===== src/fsg_pkg.sv =====
// Package for the sector write guard: sector map, modes and carriers.
// Assumes a 16-bit program address space with sectors at the top.
package fsg_pkg;

	localparam int ADDR_W = 16;
	// Sector 0 and 1 span fixed 4 Kbyte windows at the top of memory
	localparam logic [15:0] SEC0_BASE = 16'hF000;
	localparam logic [15:0] SEC1_BASE = 16'hE000;
	localparam logic [1:0] SIZE_4K = 2'h0;
	localparam logic [1:0] SIZE_8K = 2'h1;
	localparam logic [1:0] SIZE_BIG = 2'h2;
	localparam logic [15:0] ADDR_RST = 16'h0000;
	localparam logic [1:0] SYNC_RST = 2'h0;
	localparam logic [2:0] SEC_MASK_RST = 3'h0;

	typedef enum logic [1:0] {
		FSG_SEC0 = 2'b00,
		FSG_SEC1 = 2'b01,
		FSG_SEC2 = 2'b10,
		FSG_NONE = 2'b11
	} fsg_sector_e;

	typedef enum logic [1:0] {
		FSG_MODE_USER = 2'b00,
		FSG_MODE_TOOL = 2'b01,
		FSG_MODE_ICP = 2'b10,
		FSG_MODE_IAP = 2'b11
	} fsg_mode_e;

	typedef enum logic [1:0] {
		FSG_OP_NONE = 2'b00,
		FSG_OP_PROG = 2'b01,
		FSG_OP_SEC_ERASE = 2'b10,
		FSG_OP_BULK_ERASE = 2'b11
	} fsg_op_e;

	typedef struct packed {
		fsg_op_e op;
		logic [15:0] addr;
		logic [7:0] data;
	} fsg_req_s;

	typedef struct packed {
		fsg_op_e op;
		logic [15:0] addr;
		logic [7:0] data;
		logic [2:0] sec_mask;
		logic option;
	} fsg_cmd_s;

	typedef enum logic [1:0] {
		FSG_ST_IDLE = 2'b00,
		FSG_ST_WIPE = 2'b01,
		FSG_ST_WAIT = 2'b10
	} fsg_state_e;

endpackage : fsg_pkg


===== src/fsg_link_sync.sv =====
// Two-stage synchroniser bank for the in-circuit serial pins.
// Assumes inputs are asynchronous to sys_clk_i.
`timescale 1ns/1ps
module fsg_link_sync
	import fsg_pkg::*;
(
	// Clock and reset
	input wire logic sys_clk_i,
	input wire logic reset_i,
	input wire logic clk_en_i,
	// Raw pins
	input wire logic [1:0] async_i,
	// Synchronised levels
	output logic [1:0] sync_o
);

	logic [1:0] meta_r;
	logic [1:0] sync_r;

	always_ff @(posedge sys_clk_i or posedge reset_i) begin
		if (reset_i) begin
			meta_r <= SYNC_RST;
			sync_r <= SYNC_RST;
		end else if (clk_en_i) begin
			meta_r <= async_i;
			sync_r <= meta_r;
		end
	end

	assign sync_o = sync_r;

endmodule : fsg_link_sync


===== src/fsg_guard.sv =====
// Sector write guard for the sectored program flash.
// Assumes the flash macro executes one command per cmd_valid_o pulse.
// Summary of operation
// Bulk erase, sector erase, byte program supported
// Tool and in-circuit modes: all sectors, options
// Application mode protects sector 0 always
// Sectors 0,1 are 4K; size sets count
// Sector 0 spans F000h to FFFFh
// Sector erase touches only its sector
// Protection blocks external reads and all writes
// Protection follows only the option bit
// Unprotect first wipes whole array automatically
// Voltage detector disabled while protected
// Tool must enter in-circuit mode first
// Tool drives reset during sessions
// Serial clock plus shared bidirectional data
// Attached tool takes serial pins from application
// Forbidden requests ignored, array unchanged
`timescale 1ns/1ps
module fsg_guard
	import fsg_pkg::*;
(
	// Clock and reset
	input wire logic sys_clk_i,
	input wire logic reset_i,
	input wire logic clk_en_i,
	// Mode and configuration
	input wire logic [1:0] mode_i,
	input wire logic [1:0] flash_size_i,
	input wire logic icc_mode_i,
	input wire logic tool_attached_i,
	// Option byte write and current option value
	input wire logic opt_wr_i,
	input wire logic opt_prot_i,
	input wire logic readout_protect_option_bit_i,
	// Request from programming software
	input wire logic req_valid_i,
	input wire fsg_req_s req_i,
	output logic req_ready_o,
	output logic req_denied_o,
	// Command to flash macro
	output logic cmd_valid_o,
	output fsg_cmd_s cmd_o,
	input wire logic cmd_done_i,
	// Read path gating
	input wire logic rd_ext_i,
	output logic rd_allow_o,
	// Voltage detector gating
	output logic lvd_enable_o,
	// In-circuit serial pins
	input wire logic incircuit_serial_clock_i,
	input wire logic incircuit_serial_data_i,
	output logic incircuit_serial_data_o,
	output logic incircuit_serial_data_oe_o,
	input wire logic link_data_o_i,
	input wire logic link_data_oe_i,
	output logic link_clk_rise_o,
	output logic link_data_o,
	// Application use of the same pins
	input wire logic app_data_o_i,
	input wire logic app_data_oe_i,
	output logic app_pins_avail_o,
	output logic app_clk_o,
	output logic app_data_o
);

	function automatic fsg_sector_e sector_of(input logic [15:0] a, input logic [1:0] sz);
		fsg_sector_e s;
		s = FSG_NONE;
		if (a >= SEC0_BASE)
			s = FSG_SEC0;
		else if (a >= SEC1_BASE && sz != SIZE_4K)
			s = FSG_SEC1;
		else if (a < SEC1_BASE && sz == SIZE_BIG)
			s = FSG_SEC2;
		return s;
	endfunction : sector_of

	fsg_state_e state_r, state_nxt;
	logic prot_r;
	logic [1:0] pin_sync;
	logic clk_d_r;
	logic valid_r;
	fsg_cmd_s cmd_r;

	fsg_link_sync u_sync (
		.sys_clk_i(sys_clk_i),
		.reset_i(reset_i),
		.clk_en_i(clk_en_i),
		.async_i({incircuit_serial_clock_i, incircuit_serial_data_i}),
		.sync_o(pin_sync)
	);

	// Decoding
	wire fsg_sector_e req_sec = sector_of(req_i.addr, flash_size_i);
	wire full_access = (mode_i == FSG_MODE_TOOL) || (mode_i == FSG_MODE_ICP && icc_mode_i);
	wire iap_access = (mode_i == FSG_MODE_IAP);
	wire sec_ok = (req_sec != FSG_NONE) && (full_access || (iap_access && req_sec != FSG_SEC0));
	wire bulk_ok = full_access;
	wire op_ok = (req_i.op == FSG_OP_BULK_ERASE) ? bulk_ok :
		(req_i.op == FSG_OP_NONE) ? 1'b0 : sec_ok;
	wire idle = (state_r == FSG_ST_IDLE);
	wire take = clk_en_i && idle && req_valid_i;
	wire allowed = op_ok && !prot_r;
	wire unprot = opt_wr_i && full_access && prot_r && !opt_prot_i;
	wire [2:0] one_sec = 3'h1 << req_sec;
	wire [2:0] all_secs = (flash_size_i == SIZE_4K) ? 3'h1 :
		(flash_size_i == SIZE_8K) ? 3'h3 : 3'h7;

	assign req_ready_o = idle && !unprot;
	assign req_denied_o = take && !unprot && !allowed;
	assign rd_allow_o = !(prot_r && rd_ext_i);
	assign lvd_enable_o = !prot_r;
	assign cmd_valid_o = valid_r;
	assign cmd_o = cmd_r;

	// Serial link: attached tool owns the pins
	assign app_pins_avail_o = !tool_attached_i;
	assign app_clk_o = tool_attached_i ? 1'b0 : pin_sync[1];
	assign app_data_o = tool_attached_i ? 1'b0 : pin_sync[0];
	assign link_data_o = pin_sync[0];
	assign link_clk_rise_o = pin_sync[1] && !clk_d_r;
	assign incircuit_serial_data_o = tool_attached_i ? link_data_o_i : app_data_o_i;
	assign incircuit_serial_data_oe_o = tool_attached_i ? (icc_mode_i && link_data_oe_i)
		: app_data_oe_i;

	always_comb begin
		state_nxt = state_r;
		case (state_r)
			FSG_ST_IDLE: begin
				if (unprot)
					state_nxt = FSG_ST_WIPE;
				else if (req_valid_i && allowed)
					state_nxt = FSG_ST_WAIT;
			end
			FSG_ST_WIPE: begin
				if (cmd_done_i)
					state_nxt = FSG_ST_IDLE;
			end
			FSG_ST_WAIT: begin
				if (cmd_done_i)
					state_nxt = FSG_ST_IDLE;
			end
			default: state_nxt = FSG_ST_IDLE;
		endcase
	end

	// Protection reloaded from option bit in every idle cycle without an option write
	always_ff @(posedge sys_clk_i or posedge reset_i) begin
		if (reset_i) begin
			state_r <= FSG_ST_IDLE;
			prot_r <= 1'b1;
			clk_d_r <= 1'b0;
			valid_r <= 1'b0;
			cmd_r <= '0;
		end else if (clk_en_i) begin
			state_r <= state_nxt;
			clk_d_r <= pin_sync[1];
			valid_r <= 1'b0;
			if (idle && !opt_wr_i)
				prot_r <= readout_protect_option_bit_i;
			if (idle && unprot) begin
				valid_r <= 1'b1;
				cmd_r <= '{op: FSG_OP_BULK_ERASE, addr: ADDR_RST, data: 8'h00,
					sec_mask: all_secs, option: 1'b0};
			end else if (state_r == FSG_ST_WIPE && cmd_done_i) begin
				prot_r <= 1'b0;
				valid_r <= 1'b1;
				cmd_r <= '{op: FSG_OP_PROG, addr: ADDR_RST, data: 8'h00,
					sec_mask: SEC_MASK_RST, option: 1'b1};
			end else if (take && allowed) begin
				valid_r <= 1'b1;
				cmd_r.op <= req_i.op;
				cmd_r.addr <= req_i.addr;
				cmd_r.data <= req_i.data;
				cmd_r.option <= 1'b0;
				cmd_r.sec_mask <= (req_i.op == FSG_OP_BULK_ERASE) ? all_secs : one_sec;
			end
		end
	end

endmodule : fsg_guard


===== config.mk =====
export PLATFORM = sky130hd
export DESIGN_NAME = fsg_guard
export DESIGN_NICKNAME = d
export VERILOG_FILES = /design/src/fsg_pkg.sv /design/src/fsg_link_sync.sv /design/src/fsg_guard.sv
export SDC_FILE = /design/constraint.sdc
export NUM_CORES = 1
export LEC_CHECK = 0
export ABC_AREA = 1
export BUFFER_PORTS_ARGS = -buffer_cell sky130_fd_sc_hd__buf_4
export CAP_MARGIN = 25
export CELL_PAD_IN_SITES_DETAIL_PLACEMENT = 1
export CELL_PAD_IN_SITES_GLOBAL_PLACEMENT = 1
export CORE_ASPECT_RATIO = 0.7
export CORE_MARGIN = 1.5
export CORE_UTILIZATION = 30
export CTS_CLUSTER_SIZE = 40
export DETAILED_ROUTE_END_ITERATION = 16
export PLACE_DENSITY = 0.8
export SYNTH_ARGS = -nofsm -noshare
export SYNTH_HDL_FRONTEND = slang
export SYNTH_SLANG_ARGS = --single-unit

===== constraint.sdc =====
create_clock -name sys_clk_i -period 1.3 [get_ports sys_clk_i]
set_input_delay 0.13 -clock sys_clk_i [delete_from_list [all_inputs] [get_ports sys_clk_i]]
set_output_delay 0.13 -clock sys_clk_i [all_outputs]
set_load 0.01 [all_outputs]

# Yosys cells after proc, flatten, opt, wreduce, memory -nomap -nowiden
# Index checks and enable logic that the tools add are counted.
[word_totals]
reg_bits = 39
out_inout_bits = 42
[op_classes]
magnitude_cmp = 3
eq_ne = 11
shifts = 1
n_mux = 25
reduce_logical = 41
[ops]
columns = ["cell", "count"]
rows = [
  ["two-way mux 30 bit", 3],
  ["greater-or-equal comparator 16 bit, second input constant", 2],
  ["logical AND 1 bit", 22],
  ["< comparator 16 bit, second input constant", 1],
  ["two-way mux 1 bit", 13],
  ["== test 2 bit, second input constant", 5],
  ["two-way mux 2 bit", 5],
  ["two-way mux 3 bit", 3],
  ["logical NOT 1 bit", 8],
  ["== test 2 x 1 -> 1 bit, second input constant", 3],
  ["logical NOT 2 bit", 3],
  ["one-hot mux 2 bit (2 select lines)", 1],
  ["nonzero test 2 bit", 2],
  ["!= test 3 x 1 -> 1 bit, second input constant", 1],
  ["AND reduction 3 bit", 1],
  ["nonzero test 3 bit", 1],
  ["<< shifter 1 x 2 -> 3 bit, first input constant", 1],
  ["logical OR 1 bit", 2],
  ["!= test 2 x 1 -> 1 bit, second input constant", 1],
  ["!= test 2 bit, second input constant", 1],
  ["AND reduction 2 bit", 1],
  ["OR reduction 2 bit", 1],
]

# Depth between registers and ports, before layout
# Gate-level depths: netlist of the first run.
[logic_depth]
depth_word = 16
depth_mapped = 10
mapped_depth_nobuf = 10

# Cells and area by module
# A second synthesis of the first run with hierarchy kept.
[hier_totals]
hier_cells = 255
area_unflattened_um2 = 2133.3
[modules_own_cells]
columns = ["module", "n_inst", "cells_per_inst", "area_each_um2", "seq_area_each_um2"]
rows = [
  ["fsg_guard", 1, 237, 1980.6, 877.1],
  ["fsg_link_sync", 1, 18, 152.6, 100.1],
]

# Worst setup path before layout of the first run
# OpenSTA, ideal clock, no wires.
[synth_path]
path_kind = "flip-flop to flip-flop"
start = "register prot_r"
end = "register cmd_r (netlist bit cmd_o[21])"
t_arrival_ns = 1.319
required_time_ns = 1.181
slack_ns = -0.137
stages_incl_launch_ff = 9
n_path_buf = 1
cell_sequence = "dfstp_2 > nand2_1 > nor2_1 > nand3_2 > nand2_1 > nand2_2 > buf_2 > nand3_1 > o21ai_2"
[synth_via]
elab_chain_cells = 5
elab_cells_between_ends = 9
classes_between = "1 x mux; 8 x reduce/logical"
[synth_rtl]
columns = ["element", "line", "rtl"]
rows = [
  ["start, declared", "fsg_guard.sv:80", "logic prot_r;"],
  ["start signal, assigned", "fsg_guard.sv:161", "prot_r <= readout_protect_option_bit_i;"],
  ["logical AND 1 bit or logical NOT 1 bit (tied branches)", "fsg_guard.sv:105, fsg_guard.sv:104", ""],
  ["logical AND 1 bit, on equally long branches", "fsg_guard.sv:105, fsg_guard.sv:104", ""],
  ["logical AND 1 bit, on equally long branches", "fsg_guard.sv:162, fsg_guard.sv:171", ""],
  ["nonzero test 3 bit (no source line)", "-", ""],
  ["AND reduction 2 bit (no source line)", "-", ""],
  ["end signal, assigned", "fsg_guard.sv:164", "cmd_r <= '{op: FSG_OP_BULK_ERASE, addr: ADDR_RST, data: 8'h00,"],
  ["end signal, assigned", "fsg_guard.sv:169", "cmd_r <= '{op: FSG_OP_PROG, addr: ADDR_RST, data: 8'h00,"],
  ["end, declared", "fsg_guard.sv:84", "fsg_cmd_s cmd_r;"],
]
# Several ways; a longest one is shown, not always the timed one.
# A chain may end at the register's enable or synchronous reset.

# Worst setup path after layout of the first run
[layout_path]
start = "register prot_r"
end = "output req_denied_o"
[layout_via]
elab_chain_cells = 5
elab_cells_between_ends = 8
classes_between = "8 x reduce/logical"
[layout_rtl]
columns = ["element", "line", "rtl"]
rows = [
  ["logical AND 1 bit (2 in series)", "fsg_guard.sv:105", "wire unprot = opt_wr_i && full_access && prot_r && !opt_prot_i;"],
  ["logical NOT 1 bit", "fsg_guard.sv:111", "assign req_denied_o = take && !unprot && !allowed;"],
  ["logical AND 1 bit", "fsg_guard.sv:111", ""],
  ["logical AND 1 bit *", "fsg_guard.sv:111", ""],
  ["end, declared", "fsg_guard.sv:40", "output logic req_denied_o,"],
]
# Every way passes the cells marked *; elsewhere a longest branch is shown, timed or not.

==> results.py, run 1 <==
metrics = {
    "power": {
        "p_seq_share_pct": 37.4,
        "peakVddDrop_uv": 658,
        "power_density_mw_per_mm2": 1480,
        "combPwrFrac_pct": 47.2,
        "p_switching_mw": 2.02,
        "p_leak_nw": 1.96,
        "power_mw": 5.46,
        "clkPwrFrac_pct": 15.4,
        "netSwitchingFraction_pct": 37.1,
        "power.internal_mw": 3.44,
    },
    "layout": {
        "area_delta_synth_final_pct": 76.8,
        "design_area_mm2": 0.00368,
        "final_nets": 429,
        "multi_input_area_mm2": 0.00115,
        "drive_above_1_share_pct": 57.2,
        "final_cell_count_no_fill": 475,
        "seq_area_um2": 977,
        "diodes": 0,
        "fillers": 792,
    },
    "global_routing": {
        "grt_pass1_vias": 2266,
        "antenna_found_initial": 0,
        "grt_pass1_wl_um": 11000,
        "gr-total-overflow": 0,
        "grt_max_degree": 40,
        "grt_use_total_pct": 19.6,
    },
    "routing": {
        "via_count": 2185,
        "drc_errors": 0,
        "ant_nets": 0,
        "drt_first_pass_iters": 4,
        "drt-total-wl_um": 7640,
        "routed_via_density": 4.60,
        "detail_route.iter0.violations": 62,
        "routedWlPerCell_um": 16.1,
    },
    "placed_design": {
        "dpl.cell_count": 450,
        "io_buffer_count": 88,
        "placed_area_mm2": 0.00306,
        "dpl_worst_slack_ns": -0.193,
        "gp_congestion": 0.811,
        "dpl.hpwl_um": 4840,
    },
    "sta": {
        "slew_headroom_pct": 81.8,
        "period_share_pct": 131,
        "setup_slack_ns": -0.405,
        "max_freq_mhz": 587,
        "finClkSkew_ns": 0.0126,
        "min_period_ns": 1.70,
        "slew_viol_final": 0,
        "hold_violations": 0,
        "setup_viol": 36,
        "worst_slew_pin_slew_ns": 0.271,
        "rsz0062_at_grt": "yes",
    },
    "cts": {
        "numCtsBuffers": 5,
        "root_buffer": "clkbuf_8",
        "clk_pin_slew_ns": 0.09,
        "h-tree-depth": 2,
        "cts_sinks": 39,
        "clock_latency_ns": 0.30,
        "clock_path_buffers": 2,
        "cts_tree": "yes",
    },
    "floorplanning": {
        "core_area_mm2": 0.00673,
        "ioPinCount": 89,
        "initial_core_util_pct": 31.0,
        "num_rows": 25,
        "dieWidth_um": 103,
        "die_h_um": 72.7,
        "die-area_mm2": 0.00746,
    },
    "critical_path": {
        "critPathBufInv": 2,
        "max_stage_delay_ns": 0.58,
        "path_cells": "nand2_2 -> nor2_4 -> nand2_1 -> nor2_2 -> buf_4 -> nor4_4 -> buf_4",
        "critPathSlowestCell": "dfstp_2",
        "cp_data_arrival_time_ns": 1.57,
        "critPathLaunchType": "flip-flop",
        "ff2ff_setup_slack_ns": -0.40,
        "path_class": "flip-flop to output pin",
        "reg2reg_to": "prot_r",
        "path_common_cell": "buf_4",
        "path_max_fanout": 3,
        "r2r_cells": 9,
        "required_ns": 1.17,
        "end_kind": "output pin",
        "path_delay_family": "flip-flops",
        "timing.rr.start": "prot_r",
    },
    "outcome": {
        "status": "finished with violations",
        "violations": "setup timing",
    },
    "synthesis": {
        "synth_top_cell_by_area": "dfrtp_1",
        "yosysSeqAreaShare_pct": 46.9,
        "synthTopCellsByCount": "56 x nand2_1, 39 x nand3_1, 38 x dfrtp_1, 38 x inv_1, 20 x o21ai_2",
        "synth_nets": 304,
        "synthArstFlopShare_pct": 100,
        "syn_inst": 255,
        "avgSynthCellArea_um2": 8.17,
        "synth_area_mm2": 0.00208,
        "yosysMostFrequentCell": "nand2_1",
        "yosysWarnings": 0,
        "synth_area_leaders": "dfrtp_1 46%, nand2_1 10%, nand3_1 9.4%, o21ai_2 8.4%, inv_1 6.8%",
        "ys_ff_latch": 39,
        "synth_edf_count": 0,
        "synth_top_area_share_pct": 45.6,
        "synth-main-ff-cell": "dfrtp_1",
        "post_synth_num_cell_types": 23,
    },
    "min_path": {
        "holdPathStages": 3,
        "whs_endpoint": "u_sync.meta_r[0]",
        "worstHoldStart": "incircuit_serial_data_i",
        "hp-class": "primary input to flip-flop",
    },
    "run": {
        "maxCapViolCount": 0,
    },
}
-- cell families after synthesis --
family	Yosys count	synth area share, %
simple gates	124	28.0
buf+inv	53	11.4
flops	39	46.9
compound gates	37	12.5
fa+ha+maj	2	1.20
-- cell type report --
| cell class | instances | share of cell area [%] |
|---|---|---|
| inverters | 44 | 4.55 |
| multi-input cells | 163 | 31.3 |
| well taps | 94 | 3.19 |
| clock buffers | 6 | 1.97 |
| repair buffers | 127 | 32.1 |
| clock inverters | 2 | 0.340 |
| flip-flops and latches | 39 | 26.5 |
-- layer usage --
metal	vias up	part of all wire (%)	global-route usage, %
met2	48	53	34.4
met3	6	3.7	3.93
met4	0	0.44	3.20
met1	1076	43	25.5
li1	1055	-	-
met5	-	0	0
-- through the flow --
step	hold slack [ns]	TNS (ns)	util [%]
2_1_floorplan	0.242	-2.11	-
3_3_place_gp	0.186	-3.83	45.5
3_5_place_dp	0.192	-5.61	45.5
4_1_cts	0.0239	-8.88	52.1
5_1_grt	0.0175	-14.37	54.8
6_report	0.0275	-11.83	54.8
-- flip-flops by register name, summed over array words and instances, names as in the netlist --
register,cells
cmd_o,30
state_r,2
u_sync.meta_r,2
u_sync.sync_o,2
clk_d_r,1
cmd_valid_o,1
prot_r,1
-- tightest hold or removal path, cell delays in order --
cell     delay (ns)
buf_4          0.08
nand2_1        0.04
nand2_1        0.05
-- timing repair --
action / CTS / global route
gates cloned: 5 / 0
pin swaps: 17 / 1
buffers inserted: 8 / 7
resized for setup: 38 / 32
hold buffers: 1 / 0
endpoints found under the setup margin: 36 / 37
hold endpoints to repair: 38 / 0
-- cell usage in the layout (no fill, tap or decap), types with 2 or more instances in the layout --
master	instances
nand3_4	7
nor2_1	9
buf_6	6
o21ai_2	24
nor2_2	6
clkbuf_8	5
nand2_1	48
inv_2	8
buf_12	9
a21oi_1	2
bufbuf_16	2
nand2_2	10
o21ai_1	2
nand2_4	2
nand3_1	16
o21ai_0	9
nand2_8	2
buf_16	2
nand3_2	18
dfrtp_1	38
inv_1	34
buf_4	107
nor2_4	3
-- worst max-delay path by stage --
stage,from,cells past startpoint,to
after floorplan,prot_r,8,cmd_o[21]
after global placement,prot_r,8,cmd_o[2]
after detailed placement,prot_r,9,cmd_o[2]
after CTS,state_r[1],6,req_denied_o
after global routing,prot_r,9,prot_r
final,prot_r,7,req_denied_o
-- power by group through the flow --
stage	clock, mW	sequential (mW)	combinational, mW
floorplan	0	2.11	0.869
global placement	0	1.94	2.11
detailed placement	0	1.97	2.19
CTS	0.855	1.97	2.42
global route	0.921	2.09	2.82
finish	0.838	2.04	2.58
(Power assumes the default switching activity.)
==> run 2: changes to the inputs <==
Settings changed: CORE_MARGIN 1.5 to 2.
==> run 2 against run 1 <==
Net effect:
- the run still ends with setup timing left
- global-route usage is 1.2 points lower
- die area rose by 2.4%
- register-to-register slack gained 0.03 ns
- via count decreased by 0.96%
- total power is 2.5% lower
- non-clock buffer count unchanged
- combinational power down 2%
- critical endpoint unchanged
- clock power fell by 2%
- critical path depth did not move
- flip-flop and latch count unchanged
==> results.py, run 2 (synthesis gave the netlist of run 1 again) <==
metrics = {
    "sta": {
        "slew_viol_final": 0,
        "rsz0062_at_grt": "yes",
        "max_freq_mhz": 575,
        "hold_violations": 0,
        "finClkSkew_ns": 0.0109,
        "period_share_pct": 134,
        "setup_slack_ns": -0.438,
        "setup_viol": 37,
        "min_period_ns": 1.74,
        "setup_tns_ns": -11.28,
        "worst_slew_pin_slew_ns": 0.398,
        "slew_headroom_pct": 73.5,
    },
    "routing": {
        "drc_errors": 0,
        "detail_route.iter0.violations": 64,
        "via_count": 2164,
        "routed_via_density": 4.56,
        "ant_nets": 0,
        "drt-total-wl_um": 7750,
        "drt_first_pass_iters": 4,
        "routedWlPerCell_um": 16.3,
    },
    "cts": {
        "clock_path_buffers": 2,
        "numCtsBuffers": 5,
        "clock_latency_ns": 0.30,
        "cts_tree": "yes",
        "cts_sinks": 39,
        "h-tree-depth": 2,
        "root_buffer": "clkbuf_8",
        "clk_pin_slew_ns": 0.09,
    },
    "placed_design": {
        "gp_congestion": 0.843,
        "io_buffer_count": 88,
        "dpl.cell_count": 450,
        "dpl.hpwl_um": 5040,
    },
    "floorplanning": {
        "dieWidth_um": 104,
        "initial_core_util_pct": 31.0,
        "ioPinCount": 89,
        "die_h_um": 73.7,
        "die-area_mm2": 0.00764,
        "num_rows": 25,
        "core_area_mm2": 0.00673,
    },
    "power": {
        "power_density_mw_per_mm2": 1500,
        "power_mw": 5.32,
        "p_leak_nw": 1.93,
        "peakVddDrop_uv": 624,
    },
    "layout": {
        "area_delta_synth_final_pct": 70.0,
        "final_nets": 429,
        "multi_input_area_mm2": 0.00102,
        "drive_above_1_share_pct": 52.5,
        "diodes": 0,
        "mostFrequentLayoutCells": "112 x buf_4, 47 x nand2_1, 38 x dfrtp_1",
        "largest_reg_flops": 30,
        "fillers": 798,
        "seq_area_um2": 977,
        "final_cell_count_no_fill": 475,
        "final_common_cell": "buf_4",
    },
    "global_routing": {
        "grt_pass1_wl_um": 11100,
        "grt_max_degree": 40,
        "grt_use_total_pct": 18.4,
        "gr-total-overflow": 0,
        "grt_pass1_vias": 2218,
        "antenna_found_initial": 0,
    },
    "critical_path": {
        "required_ns": 1.17,
        "critPathLaunchType": "flip-flop",
        "end_kind": "output pin",
        "path_class": "flip-flop to output pin",
        "cp_data_arrival_time_ns": 1.61,
        "path_max_fanout": 3,
    },
    "outcome": {
        "violations": "setup timing",
        "status": "finished with violations",
    },
    "run": {
        "maxCapViolCount": 0,
    },
    "min_path": {
        "hp-class": "primary input to flip-flop",
    },
}
[run 2: cell types whose count changed in the layout (fill, tap and decap cells not counted), moves of 2 or more]
cell,change
buf_12,-2
buf_6,-5
nand3_2,-12
nand3_1,+17
buf_4,+5
clkbuf_16,+3
nand3_4,-5
[run 2: critical path, cell delays in order (launching register included)]
cell and delay [ns]:
dfstp_2 0.57, inv_2 0.06, o21ai_2 0.07, nor2_2 0.07, nand2_2 0.14, nor2_8 0.06
nor4_2 0.16, buf_4 0.18
[run 2: path summary, 6_finish.rpt]
check | slack [ns] | depth (start not counted) | endpoint | from
worst min register to register | 0.48 | 2 | u_sync.meta_r[1] | u_sync.meta_r[1]
worst max-delay path | -0.44 | 7 | req_denied_o | prot_r
min in group asynchronous | 0.43 | 4 | cmd_o[21] | reset_i
max in group asynchronous | 0.62 | 4 | prot_r | reset_i
worst max register to register | -0.37 | 10 | cmd_o[9] | prot_r
worst min-delay path | 0.03 | 3 | u_sync.meta_r[0] | incircuit_serial_data_i
[run 2: layout make-up]
| type | count | share of cell area (%) |
|---|---|---|
| timing repair buffer | 127 | 33.0 |
| multi-input combinational | 163 | 28.9 |
| sequential | 39 | 27.6 |
| inverter | 44 | 4.73 |
| tap | 94 | 3.32 |
| clock buffer | 6 | 2.05 |
| clock inverter | 2 | 0.353 |
[run 2: per-stage QoR]
step | cell area (µm²) | setup slack [ns] | hold slack [ns] | utilization, %
floorplan | 2100 | -0.0772 | 0.242 | -
global placement | 3060 | -0.171 | 0.184 | 45.5
detailed placement | 3060 | -0.218 | 0.192 | 45.5
CTS | 3330 | -0.413 | 0.0188 | 49.6
global route | 3540 | -0.491 | 0.0280 | 52.7
finish | 3540 | -0.438 | 0.0251 | 52.7
[run 2: timing repair]
| action | 4_1_cts | 5_1_grt |
|---|---|---|
| pin swaps | 4 | 10 |
| endpoints found under the setup margin | 36 | 37 |
| resized for setup | 12 | 25 |
| setup buffers | 6 | 4 |
| hold buffers | 1 | 0 |
| gates cloned | 3 | 3 |
| endpoints found under the hold margin | 38 | 0 |
[run 2: power by group]
group / internal (mW) / switching (mW) / total (mW)
logic: 1.31 / 1.21 / 2.53
clock network: 0.375 / 0.444 / 0.819
registers: 1.67 / 0.306 / 1.98
total: 3.36 / 1.96 / 5.32
[run 2: per-layer routing]
metal	track usage, %	up-vias	share of wire, %
met3	4.97	12	4.3
met5	0	-	0
met1	23.6	1042	46
met4	5.41	0	1.4
li1	-	1057	-
met2	31.1	53	49
==> run 3: changes to the inputs <==
Settings changed: SETUP_SLACK_MARGIN set to 0.05.
==> run 3 against run 2 <==
Net effect:
- the flow still finishes with violations (setup timing)
- routed wire length up 17%
- first-iteration DRC count grew 52%
- worst hold slack gained 0.021 ns
- utilization grew 2.5 points
- non-clock buffer count is 2 higher
==> results.py, run 3 (synthesis gave the netlist of run 1 again) <==
metrics = {
    "outcome": {
        "status": "finished with violations",
        "violations": "setup timing",
    },
    "sta": {
        "whs_ns": 0.0458,
        "rsz0062_at_grt": "yes",
        "setup_slack_ns": -0.431,
        "min_period_ns": 1.73,
        "finClkSkew_ns": 0.0160,
        "slew_viol_final": 0,
        "hold_violations": 0,
        "max_freq_mhz": 578,
        "setup_viol": 36,
        "slew_headroom_pct": 78.2,
        "period_share_pct": 133,
        "worst_slew_pin_slew_ns": 0.328,
    },
    "layout": {
        "largest_reg_flops": 30,
        "final_common_cell": "buf_4",
        "final_nets": 431,
        "drive_above_1_share_pct": 55.1,
        "mostFrequentLayoutCells": "104 x buf_4, 43 x nand2_1, 38 x dfrtp_1",
        "final_cell_count_no_fill": 477,
        "seq_area_um2": 977,
        "diodes": 0,
        "multi_input_area_mm2": 0.00108,
        "area_delta_synth_final_pct": 78.2,
        "design_area_mm2": 0.00371,
        "fillers": 782,
    },
    "power": {
        "power_density_mw_per_mm2": 1530,
        "peakVddDrop_uv": 542,
        "power_mw": 5.69,
        "p_leak_nw": 2.02,
    },
    "placed_design": {
        "placed_area_mm2": 0.00305,
        "dpl_worst_slack_ns": -0.217,
        "dpl.hpwl_um": 4990,
        "io_buffer_count": 88,
        "dpl.cell_count": 451,
        "gp_congestion": 0.790,
    },
    "routing": {
        "ant_nets": 0,
        "drt-total-wl_um": 9090,
        "detail_route.iter0.violations": 97,
        "drt_first_pass_iters": 4,
        "drc_errors": 0,
        "routedWlPerCell_um": 19.1,
        "routed_via_density": 4.90,
        "via_count": 2336,
    },
    "cts": {
        "clk_pin_slew_ns": 0.10,
        "clock_path_buffers": 2,
        "numCtsBuffers": 5,
        "root_buffer": "clkbuf_8",
        "h-tree-depth": 2,
        "cts_tree": "yes",
        "clock_latency_ns": 0.31,
        "cts_sinks": 39,
    },
    "floorplanning": {
        "num_rows": 25,
        "die-area_mm2": 0.00764,
        "dieWidth_um": 104,
        "die_h_um": 73.7,
        "initial_core_util_pct": 31.0,
        "ioPinCount": 89,
        "core_area_mm2": 0.00673,
    },
    "critical_path": {
        "critPathSlowestCell": "dfstp_2",
        "end_kind": "flip-flop",
        "timing.rr.start": "prot_r",
        "path_class": "flip-flop to flip-flop",
        "cp_data_arrival_time_ns": 1.94,
        "ff2ff_setup_slack_ns": -0.43,
        "crit_start": "prot_r",
        "required_ns": 1.51,
        "path_cells": "nand2_2 -> nor2_4 -> buf_6 -> nand3_4 -> nand2_4 -> nand2_8 -> bufbuf_16 -> nand3_1 -> o21ai_2",
        "max_stage_delay_ns": 0.57,
        "path_max_fanout": 6,
        "endpoint": "cmd_o[10]",
        "reg2reg_to": "cmd_o[10]",
        "critPathLaunchType": "flip-flop",
        "r2r_cells": 9,
    },
    "global_routing": {
        "gr-total-overflow": 0,
        "grt_pass1_vias": 2423,
        "met2_usage_pct": 38.7,
        "antenna_found_initial": 0,
        "grt.busiest_layer": "met2",
        "grt_use_total_pct": 21.4,
        "met3_usage_pct": 4.53,
        "grt_use_met1_pct": 25.3,
        "grt_pass1_wl_um": 12500,
        "grt_max_degree": 40,
    },
    "min_path": {
        "hp-class": "primary input to flip-flop",
    },
    "run": {
        "maxCapViolCount": 0,
    },
}
run 3: cell count changes in the layout (fill, tap and decap cells not counted), moves of 2 or more:
cell      previous run  this run
clkbuf_8             5         7
nand2_1             47        43
nand2_2             10        12
buf_8                0         2
nand3_2              6         9
buf_6                1         7
nand3_1             33        30
buf_4              112       104
run 3: power by group:
group          switching, mW  internal, mW  total, mW  leakage, nW
logic                   1.30          1.37       2.67         1.47
registers              0.350          1.67       2.02        0.500
clock network          0.517         0.484       1.00       0.0505
run 3: metrics by stage:
step | setup TNS, ns | utilization, %
floorplan | -2.11 | -
global placement | -4.22 | 45.3
detailed placement | -5.15 | 45.3
CTS | -12.18 | 53.0
global route | -14.73 | 55.2
finish | -12.53 | 55.2
run 3: worst min path at each step:
stage	start	slack, ns	to	depth (start not counted)
floorplan	incircuit_serial_clock_i	0.24	u_sync.meta_r[1]	2
global placement	reset_i	0.18	cmd_o[5]	3
detailed placement	reset_i	0.19	cmd_o[5]	3
CTS	incircuit_serial_data_i	0.04	u_sync.meta_r[0]	3
global route	req_i[8]	0.06	cmd_o[12]	3
finish	req_i[8]	0.05	cmd_o[12]	3
run 3: what timing repair did:
| action | in CTS | in global routing |
|---|---|---|
| hold endpoints to repair | 38 | 0 |
| gates resized for setup | 38 | 26 |
| pin swaps | 13 | 12 |
| gates cloned | 6 | 2 |
| hold buffers | 1 | 0 |
| buffers inserted | 7 | 5 |
| setup endpoints to repair | 37 | 37 |
run 3: layer usage:
metal  vias up  part of all wire (%)
met5         -                     0
met4         0                   2.8
met3        20                   4.3
met2        80                    51
met1      1173                    42
li1       1063                     -
run 3: layout make-up:
class                   instances  area share [%]
flip-flops and latches         39            26.3
repair buffers                129            34.0
well taps                      94            3.17
clock buffers                   7            2.60
multi-input cells             163            29.2
inverters                      44            4.52
clock inverters                 1           0.202
run 3: worst max-delay path: cells and delay by family (launching register included):
family,cells,cell delay [ns]
buffers and inverters,2,0.39
and+or+nand+nor,6,0.57
DFF,1,0.57
AOI/OAI and AO/OA,1,0.08
